`src/verilog/moei_pkg.sv`:
```
// Function
// Overflow status register is 32-bit, read-only
// Status register exists only when presence strap set
// Bit 31 set while any cache flag set
// Bit 30 set while any bandwidth flag set
// Bit r set on any overflow in instance r
// Separate secure and non-secure status copies
// Error interrupts only when enable bit 0 set
// Separate secure/non-secure control and address registers
// No possible errors: control reads zero, ignores writes
// High address bits 19:0 hold address 51:32
// Low address bits 1:0 always read zero
// Address registers exist only when message strap set
// Message writes enabled: issue write, suppress wire
// Warm reset clears message write enable
// Pending bits follow flags within one clock
package moei_pkg;
   localparam int NUM_INSTANCES = 16;
   localparam int NUM_SPACES = 2;
   localparam int SPACE_NS = 0;
   localparam int SPACE_S = 1;
   // Register offsets inside a feature page
   localparam logic [11:0] OFF_ADDR_LOW = 12'h0e0;
   localparam logic [11:0] OFF_ADDR_HIGH = 12'h0e4;
   localparam logic [11:0] OFF_MSI_ATTR = 12'h0ec;
   localparam logic [11:0] OFF_ERR_CTRL = 12'h0f0;
   localparam logic [11:0] OFF_OVERFLOW_STATUS = 12'h8f0;
   // Field positions and widths
   localparam int POS_CACHE_PND = 31;
   localparam int POS_BW_PND = 30;
   localparam int POS_INT_ENABLE = 0;
   localparam int POS_MSI_ENABLE = 0;
   localparam int ADDR_HIGH_W = 20;
   localparam int ADDR_LOW_LSB = 2;
   localparam int MSI_ADDR_W = 52;
   // Reset values
   localparam logic [31:0] READ_ZERO = 32'h0000_0000;
   localparam logic [ADDR_HIGH_W-1:0] ADDR_HIGH_RST = 20'h0_0000;
   localparam logic [31:ADDR_LOW_LSB] ADDR_LOW_RST = 30'h0000_0000;

   // Overflow flags of one partition space, one bit per resource instance
   typedef struct packed {
      logic [NUM_INSTANCES-1:0] cache_flag;
      logic [NUM_INSTANCES-1:0] bw_flag;
      logic [NUM_INSTANCES-1:0] bw_long_flag;
   } moei_flags_s;

   // Register access request on a feature page
   typedef struct packed {
      logic req;
      logic write;
      logic secure;
      logic [11:0] offset;
      logic [31:0] wdata;
   } moei_req_s;
endpackage

```
`src/verilog/moei_regs.sv`:
```
`timescale 1ns/1ps
module moei_regs
(
   // Clock and warm reset
   input wire logic clk,
   input wire logic rst_n,
   // Straps
   input wire logic overflow_status_present,
   input wire logic error_msi_present,
   input wire logic errors_possible,
   // Register access
   input wire moei_pkg::moei_req_s acc,
   output logic [31:0] rdata,
   output logic rvalid,
   // Monitor overflow flags, index 0 non-secure, 1 secure
   input wire moei_pkg::moei_flags_s flags [moei_pkg::NUM_SPACES],
   // Error sources
   input wire logic [moei_pkg::NUM_SPACES-1:0] err_event,
   input wire logic [moei_pkg::NUM_SPACES-1:0] err_pending,
   // Error signalling
   output logic [moei_pkg::NUM_SPACES-1:0] err_irq,
   output logic msi_valid,
   input wire logic msi_ready,
   output logic [moei_pkg::MSI_ADDR_W-1:0] msi_addr,
   output logic msi_secure
);
   import moei_pkg::*;

   logic [31:0] status_q [NUM_SPACES];
   logic [31:0] status_d [NUM_SPACES];
   logic [NUM_SPACES-1:0] irq_enable_q, irq_enable_d, msi_enable_q, msi_enable_d;
   logic [ADDR_HIGH_W-1:0] addr_h_q [NUM_SPACES];
   logic [ADDR_HIGH_W-1:0] addr_h_d [NUM_SPACES];
   logic [31:ADDR_LOW_LSB] addr_l_q [NUM_SPACES];
   logic [31:ADDR_LOW_LSB] addr_l_d [NUM_SPACES];
   logic [31:0] rdata_q, rdata_d;
   logic rvalid_q, rvalid_d;
   logic [NUM_SPACES-1:0] irq_q, irq_d, pend_q, pend_d, use_msi;
   logic msi_valid_q, msi_valid_d, msi_sec_q, msi_sec_d;
   logic [MSI_ADDR_W-1:0] msi_addr_q, msi_addr_d;
   logic sp;

   assign sp = acc.secure;

   // Status summaries, recomputed every cycle from the flags
   always_comb
   begin
      for (int s = 0; s < NUM_SPACES; s++)
      begin
         status_d[s] = READ_ZERO;
         status_d[s][POS_CACHE_PND] = |flags[s].cache_flag;
         status_d[s][POS_BW_PND] = |(flags[s].bw_flag | flags[s].bw_long_flag);
         status_d[s][NUM_INSTANCES-1:0] = flags[s].cache_flag | flags[s].bw_flag
                                    | flags[s].bw_long_flag;
      end
   end

   always_ff @(posedge clk or negedge rst_n)
   begin
      if (!rst_n)
      begin
         for (int s = 0; s < NUM_SPACES; s++)
            status_q[s] <= READ_ZERO;
      end
      else
      begin
         for (int s = 0; s < NUM_SPACES; s++)
            status_q[s] <= status_d[s];
      end
   end

   // Register writes; each page only touches its own copy
   always_comb
   begin
      irq_enable_d = irq_enable_q;
      msi_enable_d = msi_enable_q;
      for (int s = 0; s < NUM_SPACES; s++)
      begin
         addr_h_d[s] = addr_h_q[s];
         addr_l_d[s] = addr_l_q[s];
      end
      if (acc.req && acc.write)
      begin
         // Status register has no write path at all
         unique case (acc.offset)
            OFF_ERR_CTRL:
               if (errors_possible)
                  irq_enable_d[sp] = acc.wdata[POS_INT_ENABLE];
            OFF_ADDR_HIGH:
               if (error_msi_present)
                  addr_h_d[sp] = acc.wdata[ADDR_HIGH_W-1:0];
            OFF_ADDR_LOW:
               if (error_msi_present)
                  addr_l_d[sp] = acc.wdata[31:ADDR_LOW_LSB];
            OFF_MSI_ATTR:
               if (error_msi_present)
                  msi_enable_d[sp] = acc.wdata[POS_MSI_ENABLE];
            default:
               irq_enable_d = irq_enable_q;
         endcase
      end
   end

   always_ff @(posedge clk or negedge rst_n)
   begin
      if (!rst_n)
      begin
         irq_enable_q <= '0;
         msi_enable_q <= '0;
         for (int s = 0; s < NUM_SPACES; s++)
         begin
            addr_h_q[s] <= ADDR_HIGH_RST;
            addr_l_q[s] <= ADDR_LOW_RST;
         end
      end
      else
      begin
         irq_enable_q <= irq_enable_d;
         msi_enable_q <= msi_enable_d;
         for (int s = 0; s < NUM_SPACES; s++)
         begin
            addr_h_q[s] <= addr_h_d[s];
            addr_l_q[s] <= addr_l_d[s];
         end
      end
   end

   // Read answer one cycle after the request; absent registers read zero
   always_comb
   begin
      rdata_d = READ_ZERO;
      rvalid_d = acc.req && !acc.write;
      if (acc.req && !acc.write)
      begin
         unique case (acc.offset)
            OFF_OVERFLOW_STATUS:
               if (overflow_status_present)
                  rdata_d = status_q[sp];
            OFF_ERR_CTRL:
               if (errors_possible)
                  rdata_d[POS_INT_ENABLE] = irq_enable_q[sp];
            OFF_ADDR_HIGH:
               if (error_msi_present)
                  rdata_d[ADDR_HIGH_W-1:0] = addr_h_q[sp];
            OFF_ADDR_LOW:
               if (error_msi_present)
                  rdata_d[31:ADDR_LOW_LSB] = addr_l_q[sp];
            OFF_MSI_ATTR:
               if (error_msi_present)
                  rdata_d[POS_MSI_ENABLE] = msi_enable_q[sp];
            default:
               rdata_d = READ_ZERO;
         endcase
      end
   end

   always_ff @(posedge clk or negedge rst_n)
   begin
      if (!rst_n)
      begin
         rdata_q <= READ_ZERO;
         rvalid_q <= 1'b0;
      end
      else
      begin
         rdata_q <= rdata_d;
         rvalid_q <= rvalid_d;
      end
   end

   // Error signalling per space: wire while message writes are off, message write for events while on
   always_comb
   begin
      pend_d = pend_q;
      msi_valid_d = msi_valid_q;
      msi_sec_d = msi_sec_q;
      msi_addr_d = msi_addr_q;
      for (int s = 0; s < NUM_SPACES; s++)
      begin
         use_msi[s] = msi_enable_q[s] && error_msi_present;
         irq_d[s] = irq_enable_q[s] && !use_msi[s] && err_pending[s];
      end
      if (msi_valid_q && msi_ready)
         msi_valid_d = 1'b0;
      // One write in flight; secure space served first when both wait
      if (!msi_valid_q)
      begin
         for (int s = 0; s < NUM_SPACES; s++)
         begin
            if (pend_q[s])
            begin
               msi_valid_d = 1'b1;
               msi_sec_d = (s == SPACE_S);
               msi_addr_d = {addr_h_q[s], addr_l_q[s], 2'b00};
            end
         end
         if (pend_q[SPACE_S])
            pend_d[SPACE_S] = 1'b0;
         else
            pend_d[SPACE_NS] = 1'b0;
      end
      // A new event wins over the clear in the same cycle
      for (int s = 0; s < NUM_SPACES; s++)
         if (err_event[s] && irq_enable_q[s] && use_msi[s])
            pend_d[s] = 1'b1;
   end

   always_ff @(posedge clk or negedge rst_n)
   begin
      if (!rst_n)
      begin
         pend_q <= '0;
         irq_q <= '0;
         msi_valid_q <= 1'b0;
         msi_sec_q <= 1'b0;
         msi_addr_q <= '0;
      end
      else
      begin
         pend_q <= pend_d;
         irq_q <= irq_d;
         msi_valid_q <= msi_valid_d;
         msi_sec_q <= msi_sec_d;
         msi_addr_q <= msi_addr_d;
      end
   end

   assign rdata = rdata_q;
   assign rvalid = rvalid_q;
   assign err_irq = irq_q;
   assign msi_valid = msi_valid_q;
   assign msi_addr = msi_addr_q;
   assign msi_secure = msi_sec_q;

   // Checks; the summary checks skip the first edge after reset, where the
   // registered copy still holds its reset value while the flags may be set
   chk_status_cache: assert property (@(posedge clk) disable iff (!rst_n)
      $past(rst_n)
      |-> status_q[SPACE_S][POS_CACHE_PND] == $past(|flags[SPACE_S].cache_flag))
      else $error("cache summary bit does not follow flags");
   chk_status_bw: assert property (@(posedge clk) disable iff (!rst_n)
      $past(rst_n)
      |-> status_q[SPACE_NS][POS_BW_PND] == $past(|(flags[SPACE_NS].bw_flag
                                                  | flags[SPACE_NS].bw_long_flag)))
      else $error("bandwidth summary bit does not follow flags");
   chk_status_ris: assert property (@(posedge clk) disable iff (!rst_n)
      $past(rst_n)
      |-> status_q[SPACE_NS][NUM_INSTANCES-1:0] == $past(flags[SPACE_NS].cache_flag
         | flags[SPACE_NS].bw_flag | flags[SPACE_NS].bw_long_flag))
      else $error("instance pending bits wrong");
   chk_status_absent: assert property (@(posedge clk) disable iff (!rst_n)
      (acc.req && !acc.write && acc.offset == OFF_OVERFLOW_STATUS && !overflow_status_present)
      |=> rvalid && rdata == READ_ZERO)
      else $error("absent status register not read as zero");
   // Launched address must be the low register of its own space, word aligned
   chk_addr_low_zero: assert property (@(posedge clk) disable iff (!rst_n)
      $rose(msi_valid) |-> msi_addr[ADDR_LOW_LSB-1:0] == '0
         && msi_addr[31:ADDR_LOW_LSB] == (msi_secure ? $past(addr_l_q[SPACE_S])
                                                     : $past(addr_l_q[SPACE_NS])))
      else $error("message address not word aligned");
   chk_high_reserved: assert property (@(posedge clk) disable iff (!rst_n)
      (acc.req && !acc.write && acc.offset == OFF_ADDR_HIGH) |=> rdata[31:ADDR_HIGH_W] == '0)
      else $error("high address reserved bits not zero");
   chk_irq_enable: assert property (@(posedge clk) disable iff (!rst_n)
      (err_irq & ~$past(irq_enable_q & err_pending)) == '0)
      else $error("error interrupt without enable");
   chk_msi_suppress: assert property (@(posedge clk) disable iff (!rst_n)
      $past(use_msi[SPACE_NS]) |-> !err_irq[SPACE_NS])
      else $error("wire interrupt raised while message writes enabled");
   chk_msi_hold: assert property (@(posedge clk) disable iff (!rst_n)
      (msi_valid && !msi_ready) |=> msi_valid && $stable(msi_addr))
      else $error("message write dropped before acceptance");
   chk_ctrl_raz: assert property (@(posedge clk) disable iff (!rst_n)
      !errors_possible |-> irq_enable_q == $past(irq_enable_q))
      else $error("control register written without possible errors");
endmodule

```
`config.mk`:
```
export PLATFORM = sky130hd
export DESIGN_NAME = moei_regs
export DESIGN_NICKNAME = d
export VERILOG_FILES = /design/src/verilog/moei_pkg.sv /design/src/verilog/moei_regs.sv
export SDC_FILE = /design/constraint.sdc
export NUM_CORES = 1
export LEC_CHECK = 0
export BUFFER_PORTS_ARGS = -buffer_cell sky130_fd_sc_hd__buf_2
export CAP_MARGIN = 30
export CELL_PAD_IN_SITES_DETAIL_PLACEMENT = 0
export CELL_PAD_IN_SITES_GLOBAL_PLACEMENT = 2
export CORE_UTILIZATION = 39
export DETAILED_ROUTE_END_ITERATION = 6
export PLACE_DENSITY_LB_ADDON = 0.1
export SLEW_MARGIN = 20
export SYNTH_ARGS = -nofsm -noshare
export SYNTH_HDL_FRONTEND = slang
export SYNTH_SLANG_ARGS = --single-unit
```
`constraint.sdc`:
```
create_clock -name clk -period 3.65 [get_ports clk]
set_clock_uncertainty 0.1 [all_clocks]
set_input_delay 0.5475 -clock clk [delete_from_list [all_inputs] [get_ports clk]]
set_output_delay 0.5475 -clock clk [all_outputs]
set_load 0.05 [all_outputs]
```
======== After elaboration in Yosys (flattened, before gate mapping) ========
Cells that the tools add are included.
storage, ports and cells
  flip-flop bits (word level) ............. 231
  latch bits .............................. 0
  bits in writable memories ............... 0
  memory bits (read-only) ................. 0
  output and inout bits ................... 89
  memories kept ........................... 0
operators by class
  add/subtract/negate cells ............... 0
  multipliers ............................. 0
  div/mod/pow operators ................... 0
  $lt $le $gt $ge ......................... 4
  eq/ne operators ......................... 8
  shift-type cells ........................ 0
  multiplexer cells ....................... 45
  bitwise operators ....................... 8
  reductions and logical operators ........ 29
operators by type and width
  cell                                                         number
  2-to-1 mux 32 bit                                            5
  2-to-1 mux 30 bit                                            5
  2-to-1 mux 52 bit                                            2
  2-to-1 mux 20 bit                                            5
  bitwise OR 16 bit                                            6
  OR reduction 16 bit                                          4
  bitwise mux 60 bit                                           1
  case mux 18 bit (3 select lines)                             1
  equality test 12 x 8 -> 1 bit (second input constant)        4
  bitwise mux 40 bit                                           1
  demux 30 bit (select 1 bit)                                  1
  case mux 12 bit (2 select lines)                             1
  demux 20 bit (select 1 bit)                                  1
  2-to-1 mux 1 bit                                             16
  logical AND 1 bit                                            15
  equality test 12 bit (second input constant)                 1
  AND reduction 3 bit                                          4
  inequality test 2 x 1 -> 1 bit (second input constant)       3
  bitwise mux 2 bit                                            2
  case mux 1 bit (4 select lines)                              1
  AND reduction 2 bit                                          2
  zero test 1 bit                                              3
  >= comparator 2 bit (second input constant)                  1
  less-than comparator 1 x 2 -> 1 bit (second input constant)  1
  other kinds (8)                                              8

======== Longest topological paths before layout ========
Gate-level depths: netlist of the first run.
  depth after elaboration ................. 7
  depth in mapped cells ................... 6
  gate-level depth less buffers ........... 4

======== Worst setup path after synthesis of the first run ========
OpenSTA, ideal clock, no wires.
  path kind ............................... in2reg
  start point ............................. input acc[44] (netlist name)
  end point ............................... register addr_l_q[0] (netlist name)
  library setup time ...................... 125 ps
  arrival time ............................ 1865 ps
  setup slack ............................. 1560 ps
  cell stages on the path ................. 6
  buffers on the path ..................... 3
  cell sequence ........................... buf_4 -> buf_2 -> nand3_1 -> nor3_4 -> buf_6 -> mux2_4
on the way
  longest elaborated chain between the ends .. 6
RTL lines
  item                                                                                              line              RTL
  start, declared                                                                                   moei_regs.sv:12   input wire moei_pkg::moei_req_s acc,
  NOT 1 -> 2 bit (implied by the code) *                                                            moei_regs.sv:94   addr_l_d[sp] = acc.wdata[31:ADDR_LOW_LSB];
  >= comparator 2 bit (implied by the code) or less-than comparator 2 x 1 -> 1 bit (tied branches)  moei_regs.sv:94
  logical AND 1 bit (implied by the code)                                                           moei_regs.sv:94
  2-to-1 mux 30 bit (implied by the code)                                                           moei_regs.sv:94
  demux 30 bit (select 1 bit) *                                                                     moei_regs.sv:94
  bitwise mux 60 bit *                                                                              moei_regs.sv:94
  end signal, assigned by index                                                                     moei_regs.sv:123  addr_l_q[s] <= addr_l_d[s];
  end, declared                                                                                     moei_regs.sv:34   logic [31:ADDR_LOW_LSB] addr_l_q [NUM_SPACES];
Mark *: on every way between the ends. The rest lies on a longest branch, timed or not.
A chain may end at the register's enable or synchronous reset.

======== Final worst setup path of the first run ========
  start point ............................. input acc[41] (netlist name)
  end point ............................... register addr_h_q[8] (netlist name)
on the way
  longest elaborated chain between the ends .. 2
RTL lines
  item                                  line              RTL
  equality test 12 x 8 -> 1 bit         moei_regs.sv:85   unique case (acc.offset)
  AND reduction 3 bit (no source line)  -
  end signal, assigned by index         moei_regs.sv:122  addr_h_q[s] <= addr_h_d[s];
  end, declared                         moei_regs.sv:32   logic [ADDR_HIGH_W-1:0] addr_h_q [NUM_SPACES];
Every way passes these cells.

==> results.py, run 1 <==
metrics = {
    "die": {
        "die_w_um": 164,
        "start_util": 0.401,
        "coreArea_sq_um": 25400,
        "die_area_sq_um": 26800,
        "row_count": 58,
        "io_pins": 242,
        "die_h_um": 164,
    },
    "routing": {
        "drt_wl_total_mm": 26.4,
        "drt_iter0_drc": 336,
        "vias": 6755,
        "wire_per_inst_um": 19.8,
        "drt_drc_violations_left": 0,
        "via_per_inst": 5.07,
        "dr.pass1.iters": 4,
        "drtAntennaViolNets": 0,
    },
    "critical_path": {
        "cp_data_arrival_time_ps": 2400,
        "crit_path_end_kind": "flop",
        "cpLargestDelayFamily": "simple AND/OR/NAND/NOR gates",
        "worstPathRequired_ps": 3950,
        "criticalPathCategory": "in2reg",
        "cp_cell_sequence": "buf_2, nor4_4, and4_4, nand3_2, buf_4, mux2_4",
        "crit_path_max_fanout": 21,
        "crit_buf_inv": 2,
        "crit_path_start_kind": "input port",
        "critPathMaxStageDelay_ps": 490,
        "slowest_stage": "and4_4",
    },
    "clocking": {
        "htreeDepth": 1,
        "cts_made_buffers": 26,
        "cts_sinks": 229,
        "post-cts-setup-buffers": 0,
        "clkSlewWorstSetupHoldPaths_ps": 60,
        "cts.repair.resized": 0,
        "clockRootBuffer": "clkbuf_16",
        "clk_latency_ps": 520,
        "cts_max_path_buffers": 3,
        "tritoncts": "yes",
        "holdBufCountCts": 0,
    },
    "synthesis": {
        "ys_types": 44,
        "synth_top_cell_area_share": 0.562,
        "netlist_top_cells_count": "dfrtp_1, mux2i_1, nand2_1",
        "yosysTopAreaCell": "dfrtp_1",
        "synth_edf_count": 0,
        "syn_area_per_cell_sq_um": 13.7,
        "async_flop_share": 1.00,
        "synthCells": 745,
        "yosysMostFrequentCell": "dfrtp_1",
        "yosys_most_used_dff": "dfrtp_1",
        "synth-seq-area-share": 0.562,
        "netlist_area_sq_um": 10200,
        "synthTopCellsByArea": "dfrtp_1, mux2_4, mux2i_1",
        "synth-seq-cells": 229,
        "ys_warn_count": 0,
    },
    "sta": {
        "relSlewSlack": 0.434,
        "finalCriticalPeriod_ps": 2100,
        "tightest_slew_ps": 849,
        "rsz0062_at_grt": "no",
        "whs_ps": -8.35,
        "finalHoldViolations": 14,
        "fin_crit_sh": 0.574,
        "max_freq_ghz": 0.477,
        "slew_viol_final": 0,
        "tns_ps": 0,
        "finalSetupViolations": 0,
    },
    "run_status": {
        "violations": "negative hold slack",
        "outcome": "finished, violations left",
    },
    "placed_design": {
        "port_buffers": 239,
        "placed_cell_area_sq_um": 11700,
        "place_hpwl_mm": 19.0,
        "globalplace.congestion": 0.774,
    },
    "global_routing": {
        "gr-usage-all-layers": 0.199,
        "gr-max-usage-layer": "met2",
        "use_met2": 0.325,
        "grt_max_degree": 103,
        "gr-usage-met1": 0.274,
        "grt_first_pass_wirelength_mm": 40.3,
        "antenna_found_initial": 3,
        "use_met3": 0.0389,
        "grt_pass1_vias": 6964,
        "overflow": 0,
    },
    "layout": {
        "nNetsFinal": 1137,
        "drive_gt1_frac": 0.433,
        "post-route-util": 0.494,
        "stdcell_area_sq_um": 12500,
        "synthToLayoutAreaGrowth_pct": 23.1,
    },
    "power_and_ir_drop": {
        "power.density_nw_per_um2": 430,
        "leakage_nw": 6.08,
        "vdd_drop_max_v": 0.000270,
    },
    "run": {
        "drv_cap": 0,
    },
    "worst_hold_path": {
        "hold_class": "in2async",
    },
}
## final timing paths
path,startpoint,end,slack [ps],cells after the start
worst max-delay path,acc[41],addr_h_q[8]$_DFFE_PN0P_,1550,6
worst min-delay path,rst_n,msi_secure$_DFFE_PN0P_,-8,1
worst max register to register,pend_q[1]$_DFFE_PN0P_,msi_addr[33]$_DFFE_PN0P_,1840,3
worst min register to register,msi_addr[23]$_DFFE_PN0P_,msi_addr[23]$_DFFE_PN0P_,370,2
max in group asynchronous,rst_n,addr_l_q[21]$_DFFE_PN0P_,2640,2
min in group clk,msi_ready,msi_valid$_DFF_PN0_,90,2
## cell families (layout without fill, tap and decap cells)
logic type | count (synthesis) | in the layout | synth area share
other | 1 | 3 | 0.000368
muxes | 205 | 205 | 0.260
DFF | 229 | 229 | 0.562
and+or+nand+nor | 189 | 189 | 0.106
buffers and inverters | 45 | 301 | 0.0277
AOI/OAI and AO/OA | 76 | 76 | 0.0438
## per-stage QoR
step,worst slack [ps],total power [mW],cells,hold WS (ps)
final,1550,5.40,1333,-8.35
after global routing,1500,5.60,1332,28.6
after CTS,1580,5.47,1332,10.9
after detailed placement,1030,2.90,1286,369
after global placement,1060,2.90,1285,358
after floorplan,1560,2.70,746,152
## power by group
| part | switching, mW | internal [mW] | leakage (nW) |
|---|---|---|---|
| Clock | 1.02 | 1.53 | 0.407 |
| Sequential | 0.00644 | 2.56 | 3.03 |
| Combinational | 0.174 | 0.109 | 2.64 |
## sequential cells by signal, indices dropped and copies added, names as in the netlist
register      count
msi_secure        1
status_q         36
addr_h_q         40
addr_l_q         60
pend_q            2
msi_addr         50
irq_enable_q      2
msi_enable_q      2
rvalid            1
msi_valid         1
err_irq           2
rdata            32
## cell type report
cell class              instances  area (sq um)
multi-input cells             472          4200
fillers                      2358         12900
clock buffers                  36           729
well taps                     330           413
clock inverters                10           105
inverters                       2          7.51
diodes                          1          2.50
flip-flops and latches        229          5730
repair buffers                253          1360
## cell usage in the layout, fill, tap and decap left out, types with 3 or more instances in the layout
cell type / n
buf_2: 237
dfrtp_1: 228
mux2i_1: 79
nand2_1: 61
mux2_4: 60
o21ai_0: 52
mux2_2: 47
or3_1: 33
clkbuf_16: 27
nor4_1: 24
mux4_2: 19
nor2b_1: 16
a2bb2oi_1: 14
nor2_1: 12
buf_4: 12
nand4_1: 8
clkbuf_1: 7
and3_1: 6
nand3_1: 6
clkinv_2: 6
a21oi_1: 5
nor3_1: 3
or2_2: 3
## routing by layer
metal  vias to the layer above  wire length [um]
li1                       3204                 -
met2                       191             12600
met1                      3316             11900
met4                         4               450
met5                         -                22
met3                        40              1450
No activity file was read; power rests on OpenSTA's default activity.
==> run 2: changes to the inputs <==
Settings changed: ABC_AREA from default to 1, CORE_UTILIZATION 39 to 29.
Clock period 3.65 ns to 1.8 ns, I/O delays scaled along.
==> results.py, run 2 <==
metrics = {
    "run_status": {
        "outcome": "finished, final reports clean",
    },
    "critical_path": {
        "crit_path_start_kind": "input port",
        "worstPathRequired_ps": 2110,
        "cp_data_arrival_time_ps": 2100,
        "crit_path_max_fanout": 2,
        "crit_path_end_kind": "flop",
        "criticalPathCategory": "in2reg",
    },
    "placed_design": {
        "placed_cell_area_sq_um": 12600,
        "port_buffers": 239,
        "place_hpwl_mm": 25.4,
        "globalplace.congestion": 0.800,
    },
    "synthesis": {
        "ys_warn_count": 0,
        "async_flop_share": 1.00,
        "yosys_most_used_dff": "dfrtp_1",
        "synth_edf_count": 0,
        "synthCells": 1255,
        "synth_top_cell_area_share": 0.538,
        "netlist_area_sq_um": 10700,
        "synth-seq-cells": 229,
        "synth-seq-area-share": 0.538,
        "ys_types": 32,
        "syn_area_per_cell_sq_um": 8.49,
        "synthTopCellsByArea": "dfrtp_1, nand2_1, nor2_1",
        "yosysMostFrequentCell": "nand2_1",
        "netlist_top_cells_count": "nand2_1, dfrtp_1, nor2_1",
        "yosysTopAreaCell": "dfrtp_1",
    },
    "routing": {
        "wire_per_inst_um": 16.7,
        "drt_wl_total_mm": 35.7,
        "dr.pass1.iters": 5,
        "drt_drc_violations_left": 0,
        "vias": 9571,
        "drtAntennaViolNets": 0,
        "via_per_inst": 4.49,
        "drt_iter0_drc": 365,
    },
    "global_routing": {
        "overflow": 0,
        "gr-usage-all-layers": 0.195,
        "antenna_found_initial": 0,
        "grt_max_degree": 61,
        "grt_pass1_vias": 10197,
        "grt_first_pass_wirelength_mm": 57.4,
    },
    "power_and_ir_drop": {
        "p_int_mw": 10.3,
        "leakage_nw": 7.23,
        "p_clk_frac": 0.371,
        "power_frac_comb": 0.244,
        "p_sw_mw": 5.30,
        "power.density_nw_per_um2": 1040,
        "swShare": 0.340,
        "vdd_drop_max_v": 0.000717,
        "seqPwrFrac": 0.385,
        "total_power_mw": 15.6,
    },
    "clocking": {
        "clkSlewWorstSetupHoldPaths_ps": 60,
        "cts_made_buffers": 28,
        "clk_latency_ps": 540,
        "tritoncts": "yes",
        "holdBufCountCts": 147,
        "htreeDepth": 1,
        "post-cts-setup-buffers": 0,
        "cts_sinks": 229,
        "clockRootBuffer": "clkbuf_16",
        "cts.repair.resized": 0,
        "cts_max_path_buffers": 3,
    },
    "die": {
        "die_area_sq_um": 37500,
        "coreArea_sq_um": 35800,
        "die_w_um": 194,
        "row_count": 69,
        "die_h_um": 194,
        "start_util": 0.297,
        "io_pins": 242,
    },
    "sta": {
        "finalCriticalPeriod_ps": 1780,
        "whs_ps": 20.5,
        "finalHoldViolations": 0,
        "max_freq_ghz": 0.561,
        "rsz0062_at_grt": "no",
        "finalSetupViolations": 0,
        "tns_ps": 0,
        "slew_viol_final": 0,
        "fin_crit_sh": 0.991,
    },
    "layout": {
        "layout_common_cells": "nand2_1, buf_2, dfrtp_1",
        "largest_reg_flops": 60,
        "stdcell_area_sq_um": 15000,
        "antenna_cells": 0,
        "nNetsFinal": 1805,
        "synthToLayoutAreaGrowth_pct": 40.6,
        "drive_gt1_frac": 0.244,
        "top_register": "addr_l_q",
        "final_common_cell": "nand2_1",
    },
    "run": {
        "drv_cap": 0,
    },
    "worst_hold_path": {
        "hold_class": "in2reg",
    },
}
## run 2: changes by cell type after synthesis, moves of 50 or more
cell and delta:
mux2_4 -60, nor2_1 +196, o21ai_1 +61, nand2_1 +292, mux2i_1 -66, a31oi_1 +50, inv_1 +88
## run 2: through the flow
| stage | instances | util | setup WS, ps |
|---|---|---|---|
| final | 2133 | 0.418 | 17.0 |
| after global routing | 2133 | 0.418 | 22.1 |
| after CTS | 2133 | 0.418 | 82.2 |
| after detailed placement | 1936 | 0.350 | 19.7 |
| after global placement | 1936 | 0.350 | 36.4 |
| after floorplan | 1256 | - | 239 |
## run 2: cell type report
| cell class | count | area (sq um) |
|---|---|---|
| clock inverters | 7 | 85.1 |
| inverters | 96 | 362 |
| well taps | 461 | 577 |
| multi-input cells | 863 | 4100 |
| clock buffers | 43 | 868 |
| fillers | 3642 | 20900 |
| repair buffers | 434 | 3250 |
| flip-flops and latches | 229 | 5730 |
## run 2: power by group through the flow
stage	sequential, mW	clock (mW)	combinational (mW)
3_3_place_gp	6.12	0	3.60
6_report	6.01	5.78	3.80
2_1_floorplan	7.79	0	0.693
5_1_grt	6.09	6.16	4.06
3_5_place_dp	6.12	0	3.62
4_1_cts	6.03	5.96	3.85
## run 2: critical path, stage by stage
cell           delay [ps]
dlygate4sd3_1         530
buf_2                 130
nor4_1                390
nand4_1               180
dlygate4sd3_1         600
## run 2: cells by family after synthesis
family,count (synthesis),synth area share
DFF,229,0.538
and+or+nand+nor,644,0.254
muxes,13,0.0122
other,1,0.000352
AOI/OAI and AO/OA,204,0.118
buffers and inverters,164,0.0774
## run 2: final timing paths
path	start	endpoint	slack, ps	cells after the start
worst max-delay path	flags[39]	status_q[31]$_DFF_PN0_	20	5
worst min-delay path	acc[19]	addr_l_q[17]$_DFFE_PN0P_	20	3
worst max register to register	pend_q[1]$_DFFE_PN0P_	msi_addr[7]$_DFFE_PN0P_	140	5
worst min register to register	addr_h_q[24]$_DFFE_PN0P_	addr_h_q[24]$_DFFE_PN0P_	400	2
max in group asynchronous	rst_n	rdata[3]$_DFF_PN0_	790	3
min in group asynchronous	rst_n	msi_addr[16]$_DFFE_PN0P_	110	2
## run 2: metal layers
metal	up-vias	track usage	routed length (um)
met2	210	0.340	17200
met1	4501	0.261	16500
met3	44	0.0231	1280
met5	-	0	0
met4	0	0.0394	652
li1	4816	-	-
